### src/logic/port_override_regs.vh
`ifndef PORT_OVERRIDE_REGS_VH
`define PORT_OVERRIDE_REGS_VH
// Port width in pins
`define PORT_WIDTH 8
// Second-port pin feeds pin-change source base plus pin index
`define PIN_CHANGE_BASE 8
// Pull-up enable code {dir, latch, global_pullup_off}
`define PULLUP_ON_CODE 3'b010
// Second-port pin positions
`define SPI_SS_BIT 0
`define SPI_SCK_BIT 1
`define SPI_MOSI_BIT 2
`define SPI_MISO_BIT 3
`define TIMER0_A_BIT 4
`define TIMER1_A_BIT 5
`define TIMER1_B_BIT 6
`define TIMER2_A_BIT 7
// Reset values of the flopped outputs
`define OUT_RESET 8'h00
`define SRC_RESET 16'h0000
`define BIT_RESET 1'b0
// Slave select idles high
`define SELECT_N_RESET 1'b1
`endif

### src/logic/port_alt_function_override.v
`timescale 1ns/1ns
`default_nettype none
`include "port_override_regs.vh"
// Operation
// - Pull-up follows override value when enabled, else on for code 010.
// - Driver follows direction override when enabled, else direction bit.
// - Enabled driver outputs override value instead of latch when enabled.
// - Input buffer follows override when enabled, else sleep controller decides.
// - First port: upper pins segments 3..0, lower pins commons 3..0.
// - Segment pins: panel enable overrides pull-up, direction, input with zero.
// - Commons 3..1 gated by panel enable and duty term; common 0 by enable.
// - Second-port pins 7..4 carry timer compare and PWM outputs.
// - Compare pins: value override from compare enable and output.
// - Second-port pin n feeds pin-change n+8; input forced on when armed.
// - SPI master forces MISO input; slave leaves direction bit in charge.
// - SPI slave forces MOSI, SCK, SS inputs; master leaves direction bits.
// - Forced-input SPI pin pull-up follows latch gated by global pull-up off.
// - Slave SPI active only while select pin is low.
// - SPI overrides from enable and role; data and clock value overrides.
// - Pin inputs routed to SPI receive, clock and select inputs.
// - Third port: all eight pins are segment drives.
module port_alt_function_override #(
  parameter WIDTH = `PORT_WIDTH
) (
  // Clock and reset
  input wire clk_i,
  input wire sys_rst_i,
  // Common controls
  input wire global_pullup_off_i,
  input wire sleep_i,
  // Port registers and pad inputs
  input wire [WIDTH-1:0] first_dir_i,
  input wire [WIDTH-1:0] first_latch_i,
  input wire [WIDTH-1:0] second_dir_i,
  input wire [WIDTH-1:0] second_latch_i,
  input wire [WIDTH-1:0] second_pad_i,
  input wire [WIDTH-1:0] third_dir_i,
  input wire [WIDTH-1:0] third_latch_i,
  // Panel driver
  input wire panel_driver_on_i,
  input wire [2:0] panel_duty_select_term_i,
  input wire [3:0] front_plane_drive_i,
  input wire [3:0] back_plane_drive_i,
  input wire [WIDTH-1:0] third_front_plane_drive_i,
  // Timers
  input wire [3:0] match_out_en_i,
  input wire timer2_match_a_out_i,
  input wire timer1_match_b_out_i,
  input wire timer1_match_a_out_i,
  input wire timer0_match_a_out_i,
  // Pin change
  input wire pin_change_group1_on_i,
  input wire [WIDTH-1:0] pin_change_mask_i,
  // Serial port
  input wire serial_port_on_i,
  input wire serial_controller_role_i,
  input wire spi_slave_data_out_i,
  input wire spi_master_data_out_i,
  input wire spi_clock_out_i,
  // Pad controls, per port
  output wire [WIDTH-1:0] first_pullup_o,
  output wire [WIDTH-1:0] first_drive_en_o,
  output wire [WIDTH-1:0] first_drive_val_o,
  output wire [WIDTH-1:0] first_input_en_o,
  output wire [WIDTH-1:0] first_panel_link_o,
  output wire [WIDTH-1:0] second_pullup_o,
  output wire [WIDTH-1:0] second_drive_en_o,
  output wire [WIDTH-1:0] second_drive_val_o,
  output wire [WIDTH-1:0] second_input_en_o,
  output wire [WIDTH-1:0] third_pullup_o,
  output wire [WIDTH-1:0] third_drive_en_o,
  output wire [WIDTH-1:0] third_drive_val_o,
  output wire [WIDTH-1:0] third_input_en_o,
  output wire [WIDTH-1:0] third_panel_link_o,
  // Functional inputs
  output wire [15:0] pin_change_src_o,
  output wire spi_master_rx_o,
  output wire spi_slave_rx_o,
  output wire spi_clock_in_o,
  output wire spi_select_n_o,
  output wire spi_slave_active_o
);
  // First-port override enables
  wire [WIDTH-1:0] f_pullup_override_en;
  wire [WIDTH-1:0] f_doe;
  wire [WIDTH-1:0] f_ieoe;
  // Second-port override enables and values
  wire [WIDTH-1:0] s_pullup_override_en;
  wire [WIDTH-1:0] s_pullup_override_val;
  wire [WIDTH-1:0] s_doe;
  wire [WIDTH-1:0] s_pin_value_override_en;
  wire [WIDTH-1:0] s_pin_value_override_val;
  wire [WIDTH-1:0] s_ieoe;
  // Third-port override enable
  wire [WIDTH-1:0] t_ovr;
  // Resolved pad controls per port
  wire [WIDTH-1:0] f_pu;
  wire [WIDTH-1:0] f_de;
  wire [WIDTH-1:0] f_dv;
  wire [WIDTH-1:0] f_ie;
  wire [WIDTH-1:0] s_pu;
  wire [WIDTH-1:0] s_de;
  wire [WIDTH-1:0] s_dv;
  wire [WIDTH-1:0] s_ie;
  wire [WIDTH-1:0] t_pu;
  wire [WIDTH-1:0] t_de;
  wire [WIDTH-1:0] t_dv;
  wire [WIDTH-1:0] t_ie;
  wire [3:0] timer_val;
  wire spi_serial_controller_role;
  wire spi_slv;
  // Pad-side registers behind every output
  reg [WIDTH-1:0] first_pullup_ff;
  reg [WIDTH-1:0] first_drive_en_ff;
  reg [WIDTH-1:0] first_drive_val_ff;
  reg [WIDTH-1:0] first_input_en_ff;
  reg [WIDTH-1:0] first_panel_link_ff;
  reg [WIDTH-1:0] second_pullup_ff;
  reg [WIDTH-1:0] second_drive_en_ff;
  reg [WIDTH-1:0] second_drive_val_ff;
  reg [WIDTH-1:0] second_input_en_ff;
  reg [WIDTH-1:0] third_pullup_ff;
  reg [WIDTH-1:0] third_drive_en_ff;
  reg [WIDTH-1:0] third_drive_val_ff;
  reg [WIDTH-1:0] third_input_en_ff;
  reg [WIDTH-1:0] third_panel_link_ff;
  reg [15:0] pin_change_src_ff;
  reg spi_master_rx_ff;
  reg spi_slave_rx_ff;
  reg spi_clock_in_ff;
  reg spi_select_n_ff;
  reg spi_slave_active_ff;

  // Segment pins gated by enable only; commons 3..1 also by duty term
  assign f_pullup_override_en[7:4] = {4{panel_driver_on_i}};
  assign f_pullup_override_en[3:1] = {3{panel_driver_on_i}} & panel_duty_select_term_i;
  assign f_pullup_override_en[0] = panel_driver_on_i;
  assign f_doe = f_pullup_override_en;
  assign f_ieoe = f_pullup_override_en;
  // Third port has no other function, so panel enable alone takes it
  assign t_ovr = {WIDTH{panel_driver_on_i}};

  // Serial port off leaves every SPI pin to its port registers
  assign spi_serial_controller_role = serial_port_on_i & serial_controller_role_i;
  assign spi_slv = serial_port_on_i & ~serial_controller_role_i;
  assign timer_val = {timer2_match_a_out_i, timer1_match_b_out_i,
    timer1_match_a_out_i, timer0_match_a_out_i};

  // Compare pins never touch pull-up or direction; software owns direction
  assign s_pullup_override_en[7:4] = 4'h0;
  assign s_pullup_override_val[7:4] = 4'h0;
  assign s_doe[7:4] = 4'h0;
  assign s_pin_value_override_en[7:4] = match_out_en_i;
  assign s_pin_value_override_val[7:4] = timer_val;
  // MISO forced input as master, others as slave
  assign s_doe[`SPI_MISO_BIT] = spi_serial_controller_role;
  assign s_doe[`SPI_MOSI_BIT] = spi_slv;
  assign s_doe[`SPI_SCK_BIT] = spi_slv;
  assign s_doe[`SPI_SS_BIT] = spi_slv;
  assign s_pullup_override_en[3:0] = s_doe[3:0];
  // Pull-up kept as latch bit with global disable honoured
  assign s_pullup_override_val[3:0] = second_latch_i[3:0] & {4{~global_pullup_off_i}};
  assign s_pin_value_override_en[`SPI_MISO_BIT] = spi_slv;
  assign s_pin_value_override_en[`SPI_MOSI_BIT] = spi_serial_controller_role;
  assign s_pin_value_override_en[`SPI_SCK_BIT] = spi_serial_controller_role;
  assign s_pin_value_override_en[`SPI_SS_BIT] = 1'b0;
  assign s_pin_value_override_val[3:0] = {spi_slave_data_out_i, spi_master_data_out_i, spi_clock_out_i, 1'b0};
  // Armed pin-change pins keep their input buffer awake through sleep
  assign s_ieoe = pin_change_mask_i & {WIDTH{pin_change_group1_on_i}};

  // One cell per pin and port; the ports differ only in override wiring
  genvar i;
  generate
    for (i = 0; i < WIDTH; i = i + 1) begin : g_pin
      pin_override_cell u_first (
        .dir_bit_i(first_dir_i[i]),
        .latch_bit_i(first_latch_i[i]),
        .global_pullup_off_i(global_pullup_off_i),
        .sleep_i(sleep_i),
        .pullup_override_en_i(f_pullup_override_en[i]),
        .pullup_override_val_i(1'b0),
        .direction_override_en_i(f_doe[i]),
        .direction_override_val_i(1'b0),
        .pin_value_override_en_i(1'b0),
        .pin_value_override_val_i(1'b0),
        .input_buffer_override_en_i(f_ieoe[i]),
        .input_buffer_override_val_i(1'b0),
        .pullup_o(f_pu[i]),
        .drive_en_o(f_de[i]),
        .drive_val_o(f_dv[i]),
        .input_en_o(f_ie[i])
      );
      pin_override_cell u_second (
        .dir_bit_i(second_dir_i[i]),
        .latch_bit_i(second_latch_i[i]),
        .global_pullup_off_i(global_pullup_off_i),
        .sleep_i(sleep_i),
        .pullup_override_en_i(s_pullup_override_en[i]),
        .pullup_override_val_i(s_pullup_override_val[i]),
        .direction_override_en_i(s_doe[i]),
        .direction_override_val_i(1'b0),
        .pin_value_override_en_i(s_pin_value_override_en[i]),
        .pin_value_override_val_i(s_pin_value_override_val[i]),
        .input_buffer_override_en_i(s_ieoe[i]),
        .input_buffer_override_val_i(1'b1),
        .pullup_o(s_pu[i]),
        .drive_en_o(s_de[i]),
        .drive_val_o(s_dv[i]),
        .input_en_o(s_ie[i])
      );
      pin_override_cell u_third (
        .dir_bit_i(third_dir_i[i]),
        .latch_bit_i(third_latch_i[i]),
        .global_pullup_off_i(global_pullup_off_i),
        .sleep_i(sleep_i),
        .pullup_override_en_i(t_ovr[i]),
        .pullup_override_val_i(1'b0),
        .direction_override_en_i(t_ovr[i]),
        .direction_override_val_i(1'b0),
        .pin_value_override_en_i(1'b0),
        .pin_value_override_val_i(1'b0),
        .input_buffer_override_en_i(t_ovr[i]),
        .input_buffer_override_val_i(1'b0),
        .pullup_o(t_pu[i]),
        .drive_en_o(t_de[i]),
        .drive_val_o(t_dv[i]),
        .input_en_o(t_ie[i])
      );
    end
  endgenerate

  // Flopped at the pad boundary so every output is a register
  always @(posedge clk_i) begin
    if (sys_rst_i) begin
      first_pullup_ff <= `OUT_RESET;
      first_drive_en_ff <= `OUT_RESET;
      first_drive_val_ff <= `OUT_RESET;
      first_input_en_ff <= `OUT_RESET;
      first_panel_link_ff <= `OUT_RESET;
      second_pullup_ff <= `OUT_RESET;
      second_drive_en_ff <= `OUT_RESET;
      second_drive_val_ff <= `OUT_RESET;
      second_input_en_ff <= `OUT_RESET;
      third_pullup_ff <= `OUT_RESET;
      third_drive_en_ff <= `OUT_RESET;
      third_drive_val_ff <= `OUT_RESET;
      third_input_en_ff <= `OUT_RESET;
      third_panel_link_ff <= `OUT_RESET;
      pin_change_src_ff <= `SRC_RESET;
      spi_master_rx_ff <= `BIT_RESET;
      spi_slave_rx_ff <= `BIT_RESET;
      spi_clock_in_ff <= `BIT_RESET;
      // Select idles high so reset never looks like a selected slave
      spi_select_n_ff <= `SELECT_N_RESET;
      spi_slave_active_ff <= `BIT_RESET;
    end else begin
      first_pullup_ff <= f_pu;
      first_drive_en_ff <= f_de;
      first_drive_val_ff <= f_dv;
      first_input_en_ff <= f_ie;
      first_panel_link_ff <= {front_plane_drive_i, back_plane_drive_i};
      second_pullup_ff <= s_pu;
      second_drive_en_ff <= s_de;
      second_drive_val_ff <= s_dv;
      second_input_en_ff <= s_ie;
      third_pullup_ff <= t_pu;
      third_drive_en_ff <= t_de;
      third_drive_val_ff <= t_dv;
      third_input_en_ff <= t_ie;
      third_panel_link_ff <= third_front_plane_drive_i;
      pin_change_src_ff <= {second_pad_i, 8'h00};
      spi_master_rx_ff <= second_pad_i[`SPI_MISO_BIT];
      spi_slave_rx_ff <= second_pad_i[`SPI_MOSI_BIT];
      spi_clock_in_ff <= second_pad_i[`SPI_SCK_BIT];
      spi_select_n_ff <= second_pad_i[`SPI_SS_BIT];
      spi_slave_active_ff <= spi_slv & ~second_pad_i[`SPI_SS_BIT];
    end
  end

  // Ports come straight from the pad-side registers
  assign first_pullup_o = first_pullup_ff;
  assign first_drive_en_o = first_drive_en_ff;
  assign first_drive_val_o = first_drive_val_ff;
  assign first_input_en_o = first_input_en_ff;
  assign first_panel_link_o = first_panel_link_ff;
  assign second_pullup_o = second_pullup_ff;
  assign second_drive_en_o = second_drive_en_ff;
  assign second_drive_val_o = second_drive_val_ff;
  assign second_input_en_o = second_input_en_ff;
  assign third_pullup_o = third_pullup_ff;
  assign third_drive_en_o = third_drive_en_ff;
  assign third_drive_val_o = third_drive_val_ff;
  assign third_input_en_o = third_input_en_ff;
  assign third_panel_link_o = third_panel_link_ff;
  assign pin_change_src_o = pin_change_src_ff;
  assign spi_master_rx_o = spi_master_rx_ff;
  assign spi_slave_rx_o = spi_slave_rx_ff;
  assign spi_clock_in_o = spi_clock_in_ff;
  assign spi_select_n_o = spi_select_n_ff;
  assign spi_slave_active_o = spi_slave_active_ff;
endmodule // port_alt_function_override
`default_nettype wire

### src/logic/pin_override_cell.v
`timescale 1ns/1ns
`default_nettype none
`include "port_override_regs.vh"
// Generic per-pin override resolution shared by all three ports
module pin_override_cell (
  // Register side
  input wire dir_bit_i,
  input wire latch_bit_i,
  input wire global_pullup_off_i,
  input wire sleep_i,
  // Override signals
  input wire pullup_override_en_i,
  input wire pullup_override_val_i,
  input wire direction_override_en_i,
  input wire direction_override_val_i,
  input wire pin_value_override_en_i,
  input wire pin_value_override_val_i,
  input wire input_buffer_override_en_i,
  input wire input_buffer_override_val_i,
  // Pad controls
  output wire pullup_o,
  output wire drive_en_o,
  output wire drive_val_o,
  output wire input_en_o
);
  assign pullup_o = pullup_override_en_i ? pullup_override_val_i :
    ({dir_bit_i, latch_bit_i, global_pullup_off_i} == `PULLUP_ON_CODE);
  assign drive_en_o = direction_override_en_i ? direction_override_val_i : dir_bit_i;
  assign drive_val_o = pin_value_override_en_i ? pin_value_override_val_i : latch_bit_i;
  assign input_en_o = input_buffer_override_en_i ? input_buffer_override_val_i : ~sleep_i;
endmodule // pin_override_cell
`default_nettype wire

### config.mk
export PLATFORM = sky130hd
export DESIGN_NAME = port_alt_function_override
export DESIGN_NICKNAME = d
export VERILOG_FILES = /design/src/logic/port_alt_function_override.v /design/src/logic/pin_override_cell.v
export VERILOG_INCLUDE_DIRS = /design/src /design/src/logic
export SDC_FILE = /design/constraint.sdc
export NUM_CORES = 1
export LEC_CHECK = 0
export BUFFER_PORTS_ARGS = -buffer_cell sky130_fd_sc_hd__buf_2
export CAP_MARGIN = 20
export CORE_MARGIN = 2
export CORE_UTILIZATION = 29
export CTS_BUF_LIST = sky130_fd_sc_hd__clkbuf_8
export CTS_CLUSTER_SIZE = 20
export DETAILED_ROUTE_END_ITERATION = 8
export SYNTH_ARGS = -nofsm -noshare
export SYNTH_HDL_FRONTEND = slang
export SYNTH_SLANG_ARGS = --single-unit
### constraint.sdc
create_clock -name clk_i -period 0.83 [get_ports clk_i]
set_input_delay 0.0415 -clock clk_i [delete_from_list [all_inputs] [get_ports clk_i]]
set_output_delay 0.0415 -clock clk_i [all_outputs]
set_load 0.05 [all_outputs]
# Word level (Yosys, flattened, before mapping)
# Index checks and enable logic that the tools add are counted.
dict set report totals {
  reg_bits 122
}
dict set report classes {
  n_eq_ne 24
  bitwise 10
  n_reduce_logical 6
  n_mux 20
}
# op count
set op_table {}
lappend op_table {{== test 3 x 2 -> 1 bit (second input constant)} 24}
lappend op_table {{2-to-1 mux 1 bit} 20}
lappend op_table {{OR reduction 2 bit} 6}
lappend op_table {{AND 8 bit} 1}
lappend op_table {{AND 4 bit} 1}
lappend op_table {{inverter 1 bit} 4}
lappend op_table {{AND 1 bit} 3}
lappend op_table {{AND 3 bit} 1}

# Depth between registers and ports, before layout
# Gate-level depths: netlist of run 1.
dict set report logic_depth {
  ltp_word 3
  depth_mapped 4
}

# Modules after synthesis
# From an unflattened synthesis of run 1, not the netlist that was laid out.
dict set report unflattened {
  hier_cells 479
  hier_area_um2 4733.3
}
# module seq_area_each_um2 n_inst area_each_um2 cells_each
set by_module_without_submodules {}
lappend by_module_without_submodules {port_alt_function_override 2442.3 1 3472.1 287}
lappend by_module_without_submodules {pin_override_cell 0.0 24 52.6 8}

# Least setup slack after synthesis of run 1
# No wires, ideal clock.
dict set report synth_timing {
  kind {register -> output}
  startpoint {register first_input_en_o[0] (netlist name)}
  endpoint {output first_input_en_o[4]}
  setup_slack_ns -0.316
  arrival_ns 1.105
  required_time_ns 0.788
  stages_incl_launch_ff 2
  path_cell_list {dfxtp_1 -> buf_4}
}
# element line_no
set synth_lines {}
lappend synth_lines {{to (decl)} port_alt_function_override.v:64} ;# output wire [WIDTH-1:0] first_input_en_o,

==> results of run 1 <==
## registers in the layout, indices dropped and copies added, names as in the netlist
name	count
second_drive_val_o	8
spi_select_n_o	1
first_input_en_o	4
spi_slave_active_o	1
third_pullup_o	8
second_pullup_o	8
third_drive_val_o	8
third_panel_link_o	8
pin_change_src_o	8
first_panel_link_o	8
third_drive_en_o	8
first_drive_en_o	8
first_drive_val_o	8
first_pullup_o	8
second_drive_en_o	8
second_input_en_o	8
## power groups by stage
stage | registers, mW | clock network [mW] | logic [mW]
2_1_floorplan | 6.59 | 0 | 0.559
3_3_place_gp | 5.71 | 0 | 1.97
3_5_place_dp | 5.71 | 0 | 1.99
4_1_cts | 5.72 | 2.87 | 2.77
5_1_grt | 5.76 | 3.05 | 2.97
6_report | 5.73 | 2.75 | 2.84
## cell type report
cell class | instances | area share (%)
multi-input combinational | 145 | 14.4
inverter | 3 | 0.164
clock buffer | 10 | 2.01
tap | 143 | 2.61
sequential | 110 | 34.2
clock inverter | 4 | 0.255
timing repair buffer | 328 | 46.4
## cells in the mapped netlist, types with 6 or more instances
library cell | instances | area share, %
a21oi_1 | 8 | 1.2
and2_1 | 17 | 3.1
and2b_1 | 6 | 1.3
buf_4 | 24 | 5.3
clkbuf_1 | 6 | 0.66
dfxtp_1 | 110 | 65
nand2_1 | 8 | 0.89
nor2_1 | 9 | 1.0
nor2b_1 | 39 | 7.2
nor3b_1 | 13 | 2.9
nor3b_2 | 10 | 3.7
## repair_timing
action,4_1_cts,5_1_grt
hold buffers,100,0
hold endpoints to repair,110,0
gates resized for setup,402,28
gates cloned,0,0
endpoints found under the setup margin,125,128
pin swaps,0,2
## metrics by stage
| step | cells | setup WS (ns) |
|---|---|---|
| detailed placement | 631 | -0.250 |
| global placement | 631 | -0.165 |
| global route | 743 | -0.270 |
| floorplan | 294 | 0.0445 |
| finish | 743 | -0.216 |
| CTS | 745 | -0.235 |
## cells by family after synthesis
| logic type | count (synthesis) |
|---|---|
| other | 1 |
| buffers and inverters | 39 |
| DFF | 110 |
| AOI/OAI and AO/OA | 15 |
| and+or+nand+nor | 118 |
| muxes | 4 |
## worst max-delay path by stage
stage,startpoint,to,slack (ns),cells past startpoint
floorplan,global_pullup_off_i,first_pullup_o[4],0.04,3
global placement,sys_rst_i,third_drive_en_o[2],-0.17,3
detailed placement,sys_rst_i,first_pullup_o[1],-0.25,3
CTS,first_input_en_o[0],third_input_en_o[0],-0.23,1
global route,first_input_en_o[0],first_input_en_o[4],-0.27,1
finish,first_input_en_o[0],third_input_en_o[0],-0.22,1
## metal layers
layer	global-route usage (%)	share of wire, %	vias up
li1	-	-	1504
met1	16.8	34	1479
met2	34.1	54	172
met3	6.37	9.2	23
met4	8.29	2.9	0
met5	0	0	-
==> reports/metrics.yaml, run 1 <==
muxShareOfSynthArea_pct: 1.18
fmax_mhz: 956
synthFlopType: "dfxtp_1"
vias: 3178
multiInputGateArea_um2: 986
switchingPower_mw: 3.36
layout_commonest_cell: "dfxtp_2"
fin_hold_ws_ns: 0.00411
min_to: "second_drive_en_o[3]"
ys_ff_latch: 110
post-route-min-period_ns: 1.05
syn2layout_area_growth_pct: 102
ant_nets: 0
mostFrequentLayoutCells: "dfxtp_2 (107), buf_2 (101), dlygate4sd3_1 (98)"
setup_viol: 126
startpoint_type: "flip-flop"
synth-simple-area-share_pct: 23.6
core_area_um2: 11400
tritoncts: "built"
ir_drop_mv: 1.14
violations: "negative setup slack"
cts.sinks: 110
drt-initial-drc-count: 110
synth_compound_area_share_pct: 2.73
status: "finished, violations left"
overflow: 0
fp-row-count: 39
swShare_pct: 29.7
die_x_um: 112
power.leakage_nw: 3.08
async_flop_share_pct: 0
cts_buffers: 9
slowest_delay_ns: 0.42
cp_max_fo: 13
synth_edf_count: 0
crit_arrival_ns: 1.00
cap_viol_max_count: 0
wl_per_cell_um: 15.0
cp_data_required_time_ns: 0.79
path_clk_slew_ns: 0.10
firstDrtPassIters: 6
ys_warn_count: 0
whs_path_depth: 3
antenna_found_initial: 0
gp_congestion: 0.804
dieArea_um2: 12600
syn_area_per_cell_um2: 11.8
seq_area_um2: 2350
synth_fa_ha_area_share_pct: 0
grt_pass1_vias: 3439
timing.slew.headroom_pct: 54.0
combinationalPowerShare_pct: 25.1
p_int_mw: 7.96
maxSlewViolCount: 0
fp.dieH_um: 112
crit_type: "reg2out"
grt_pass1_wl_mm: 17.4
grt_max_degree: 49
synth-xor-area-share_pct: 0
routed_wl_mm: 11.2
power_frac_seq_pct: 50.6
path_delay_family: "flip-flops"
clockBufferDepth: 2
finalCritPeriodShare_pct: 126
drive_gt1_share_pct: 61.2
cts_setup_buffers: 0
placed_area_um2: 4520
drc: 0
min_from: "serial_port_on_i"
synth_top_family_by_area: "simple AND/OR/NAND/NOR gates"
hpwl_mm: 6.66
yosysUniqueCellTypes: 30
worstSetupEndpointType: "output pin"
finalHoldViolations: 0
num_antenna_cells: 0
final_cell_area_um2: 6860
pin_count: 235
viasPerCell: 4.28
power.density_nw_per_um2: 1650
port_buffers: 226
post-route-util_pct: 60.1
seq_area_frac_synth_pct: 65.0
cp_num_buf_inv: 1
start_util_pct: 29.7
cts_root_buffer: "clkbuf_8"
worstMarginPinSlew_ns: 0.688
crit_chain: "buf_4"
rsz0062_at_grt: "yes"
synth.cell_area_um2: 3390
postSynthCellCount: 287
clock_power_share_pct: 24.3
grt_usage_pct: 17.8
layout.nets: 699
p_total_mw: 11.3
fillers: 865
fin_tns_setup_ns: -9.92
htree_levels: 3
cp_slowest_cell: "dfxtp_4"
hold_path_class: "in2reg"
finalWorstSetupSlack_ns: -0.216
(Power assumes the default switching activity.)
==> inputs of run 2 (changes only) <==
--- a/config.mk
+++ b/config.mk
@@ -8,11 +8,14 @@
 export LEC_CHECK = 0
 export BUFFER_PORTS_ARGS = -buffer_cell sky130_fd_sc_hd__buf_2
 export CAP_MARGIN = 20
+export CELL_PAD_IN_SITES_DETAIL_PLACEMENT = 1
+export CELL_PAD_IN_SITES_GLOBAL_PLACEMENT = 2
 export CORE_MARGIN = 2
-export CORE_UTILIZATION = 29
+export CORE_UTILIZATION = 21
 export CTS_BUF_LIST = sky130_fd_sc_hd__clkbuf_8
 export CTS_CLUSTER_SIZE = 20
 export DETAILED_ROUTE_END_ITERATION = 8
+export PLACE_DENSITY_LB_ADDON = 0.1
 export SYNTH_ARGS = -nofsm -noshare
 export SYNTH_HDL_FRONTEND = slang
 export SYNTH_SLANG_ARGS = --single-unit
==> reports/metrics.yaml, run 2 (synthesized netlist as in run 1, its figures left out) <==
status: "finished, violations left"
violations: "negative setup slack"
num_antenna_cells: 0
seq_area_um2: 2350
cts_buffers: 9
post-route-min-period_ns: 1.07
path_depth: 1
hold_path_class: "in2reg"
pin_count: 235
rsz0062_at_grt: "yes"
top_layer: "met4"
routed_wl_mm: 12.1
timing.slew.headroom_pct: 59.9
fin_cells: 830
crit_type: "reg2out"
finalHoldViolations: 0
swShare_pct: 30.0
p_total_mw: 11.9
crit_start: "first_input_en_o[0]"
switchingPower_mw: 3.56
combinationalPowerShare_pct: 25.0
cp_data_required_time_ns: 0.79
tritoncts: "built"
cap_viol_max_count: 0
vias: 3135
clock_power_share_pct: 26.7
dieArea_um2: 17200
dp.cells: 712
crit_arrival_ns: 1.02
drt-initial-drc-count: 69
p_int_mw: 8.32
worstMarginPinSlew_ns: 0.602
firstDrtPassIters: 3
die_x_um: 131
ant_nets: 0
fp-row-count: 46
start_util_pct: 21.4
finalCritPeriodShare_pct: 128
startpoint_type: "flip-flop"
drive_gt1_share_pct: 62.1
core_area_um2: 15800
port_buffers: 226
maxSlewViolCount: 0
pre_cts_slack_ns: -0.181
antenna_found_initial: 0
grt_usage_pct: 13.9
drc: 0
grt_pass1_wl_mm: 17.8
cts_setup_buffers: 0
hpwl_mm: 8.05
setup_viol: 125
path_delay_family: "flip-flops"
final_cell_area_um2: 7240
gp_congestion: 0.762
layout.nets: 711
power_frac_seq_pct: 48.3
crit_chain: "buf_4"
multiInputGateArea_um2: 1010
route.met3.wl_mm: 1.05
cts_root_buffer: "clkbuf_8"
wl_per_cell_um: 14.6
grt_pass1_vias: 3393
cp_slowest_cell: "dfxtp_4"
mostFrequentLayoutCells: "dfxtp_2 (106), buf_8 (106), dlygate4sd3_1 (100), buf_2 (100), nor2b_1 (39)"
viasPerCell: 3.78
syn2layout_area_growth_pct: 114
path_clk_slew_ns: 0.10
fp.dieH_um: 131
worstSetupEndpointType: "output pin"
ir_drop_mv: 0.667
cp_num_buf_inv: 1
overflow: 0
fmax_mhz: 938
cp_max_fo: 13
drt-met1-wl_mm: 4.21
htree_levels: 3
grt_max_degree: 29
post-route-util_pct: 45.7
finalWorstSetupSlack_ns: -0.236
cts.sinks: 110
clockBufferDepth: 2
power.density_nw_per_um2: 1640
power.leakage_nw: 3.23
fillers: 1732
placed_area_um2: 4700
fin_tns_setup_ns: -11.47
crit_end: "first_input_en_o[5]"
fin_hold_ws_ns: 0.0486
slowest_delay_ns: 0.43
whs_path_depth: 3
met2_wirelength_mm: 6.63
==> run 2: changes by cell type in the layout (fill, tap and decap cells not counted), sizes merged <==
cell / before / now
clkinv: 0 / 1
clkbuf: 10 / 9
buf: 230 / 237
dlygate4sd3: 98 / 100
bufinv: 0 / 1
dlymetal6s4s: 0 / 3
inv: 7 / 8
==> run 2: how the worst min path moves through the flow <==
stage                              from                    to  slack, ns
2_1_floorplan         panel_driver_on_i   first_input_en_o[0]       0.11
3_3_place_gp             first_dir_i[2]     first_pullup_o[2]       0.22
3_5_place_dp            second_dir_i[5]    second_pullup_o[5]       0.22
4_1_cts        serial_controller_role_i    spi_slave_active_o       0.01
5_1_grt             global_pullup_off_i    second_pullup_o[3]       0.05
6_report       serial_controller_role_i  second_drive_en_o[0]       0.05
==> run 2: power groups by stage <==
stage | combinational, mW | sequential, mW | clock (mW)
6_report | 2.97 | 5.73 | 3.17
5_1_grt | 3.13 | 5.76 | 3.58
4_1_cts | 2.91 | 5.73 | 3.35
3_5_place_dp | 2.07 | 5.71 | 0
3_3_place_gp | 2.05 | 5.70 | 0
2_1_floorplan | 0.559 | 6.59 | 0
==> run 2: metal layers <==
metal  track usage (%)  vias to the layer above
li1                  -                     1529
met1              13.7                     1461
met2              26.2                      134
met3              5.01                       11
met4              5.82                        0
met5                 0                        -
==> run 2: repair_timing <==
action | in CTS | in global routing
hold endpoints to repair | 110 | 1
resized for setup | 432 | 34
setup endpoints to repair | 125 | 131
hold buffers | 102 | 1
pin swaps | 0 | 1
==> run 2: area by class of cell <==
cell class / count / area share (%)
inverters: 3 / 0.156
clock buffers: 9 / 1.71
well taps: 216 / 3.73
clock inverters: 7 / 0.812
multi-input cells: 145 / 14.0
flip-flops and latches: 110 / 32.5
repair buffers: 340 / 47.1
==> inputs of run 3 (changes only) <==
--- a/config.mk
+++ b/config.mk
@@ -15,7 +15,9 @@
 export CTS_BUF_LIST = sky130_fd_sc_hd__clkbuf_8
 export CTS_CLUSTER_SIZE = 20
 export DETAILED_ROUTE_END_ITERATION = 8
+export GPL_ROUTABILITY_DRIVEN = 0
 export PLACE_DENSITY_LB_ADDON = 0.1
+export RECOVER_POWER = 50
 export SYNTH_ARGS = -nofsm -noshare
 export SYNTH_HDL_FRONTEND = slang
 export SYNTH_SLANG_ARGS = --single-unit
==> reports/metrics.yaml, run 3 (synthesized netlist as in run 1, its figures left out) <==
status: "finished, violations left"
violations: "negative setup slack"
startpoint_type: "flip-flop"
path_delay_family: "flip-flops"
pre_cts_slack_ns: -0.181
maxSlewViolCount: 0
ant_nets: 0
fin_hold_ws_ns: 0.0472
min_from: "serial_controller_role_i"
drive_gt1_share_pct: 58.6
cp_data_required_time_ns: 0.79
grt_max_degree: 29
cts_setup_buffers: 0
post-route-min-period_ns: 1.07
grt_usage_pct: 13.9
seq_area_um2: 2350
firstDrtPassIters: 3
syn2layout_area_growth_pct: 113
final_cell_area_um2: 7200
ir_drop_mv: 0.665
grt_pass1_vias: 3393
num_antenna_cells: 0
drc: 0
wl_per_cell_um: 14.6
fp.dieH_um: 131
core_area_um2: 15800
cp_max_fo: 13
vias: 3146
mostFrequentLayoutCells: "dfxtp_2 (106), buf_8 (106), dlygate4sd3_1 (100)"
power.density_nw_per_um2: 1650
slowest_delay_ns: 0.43
htree_levels: 3
finalWorstSetupSlack_ns: -0.236
cts_root_buffer: "clkbuf_8"
cts.sinks: 110
dieArea_um2: 17200
whs_path_depth: 3
pin_count: 235
port_buffers: 226
fillers: 1742
viasPerCell: 3.79
finalHoldViolations: 0
overflow: 0
die_x_um: 131
p_total_mw: 11.9
fmax_mhz: 938
antenna_found_initial: 0
fp-row-count: 46
setup_viol: 125
crit_arrival_ns: 1.02
cap_viol_max_count: 0
hpwl_mm: 8.05
dp.cells: 712
cp_slowest_cell: "dfxtp_4"
drt-initial-drc-count: 63
fin_cells: 830
placed_area_um2: 4700
path_clk_slew_ns: 0.10
routed_wl_mm: 12.1
finalCritPeriodShare_pct: 128
cp_num_buf_inv: 1
rsz0062_at_grt: "yes"
worstSetupEndpointType: "output pin"
crit_chain: "buf_4"
timing.slew.headroom_pct: 60.0
grt_pass1_wl_mm: 17.8
worstMarginPinSlew_ns: 0.600
clockBufferDepth: 2
tritoncts: "built"
crit_type: "reg2out"
hold_path_class: "in2reg"
multiInputGateArea_um2: 1000
min_to: "second_drive_en_o[0]"
cts_buffers: 9
power.leakage_nw: 3.17
layout.nets: 711
start_util_pct: 21.4
## run 3: worst max-delay path by stage
stage | from | end | slack [ns] | cells past startpoint
after CTS | first_input_en_o[0] | third_input_en_o[3] | -0.28 | 1
after global placement | global_pullup_off_i | first_pullup_o[0] | -0.14 | 3
after detailed placement | sys_rst_i | first_pullup_o[3] | -0.18 | 3
after floorplan | global_pullup_off_i | first_pullup_o[4] | 0.04 | 3
after global routing | first_input_en_o[0] | third_input_en_o[3] | -0.30 | 1
final | first_input_en_o[0] | first_input_en_o[5] | -0.24 | 1
## run 3: layout make-up
class	instances	share of cell area [%]
repair buffers	340	47.0
flip-flops and latches	110	32.6
multi-input cells	145	13.9
well taps	216	3.75
clock buffers	9	1.72
clock inverters	7	0.817
inverters	3	0.156
## run 3: power by group
part	internal, mW	switching, mW	leakage, nW	total [mW]
combinational	1.37	1.58	2.12	2.96
sequential	5.57	0.169	0.946	5.73
clock	1.36	1.82	0.109	3.18
## run 3: repair_timing
action,CTS,global route
cloned,0,0
pin swaps,0,1
resized for setup,432,34
endpoints found under the setup margin,125,131
hold endpoints to repair,110,1
hold buffers,102,1
## run 3: per-layer routing
metal / part of all wire [%] / vias to the layer above / track usage [%]
li1: - / 1530 / -
met1: 35 / 1473 / 13.7
met2: 55 / 132 / 26.2
met3: 8.7 / 11 / 5.01
met4: 1.6 / 0 / 5.82
met5: 0 / - / 0
## run 3: per-stage QoR
step / TNS, ns / util (%)
CTS: -16.41 / 44.9
global route: -18.07 / 45.5
detailed placement: -3.98 / 29.7
global placement: -3.10 / 29.7
finish: -11.51 / 45.5
floorplan: 0 / -
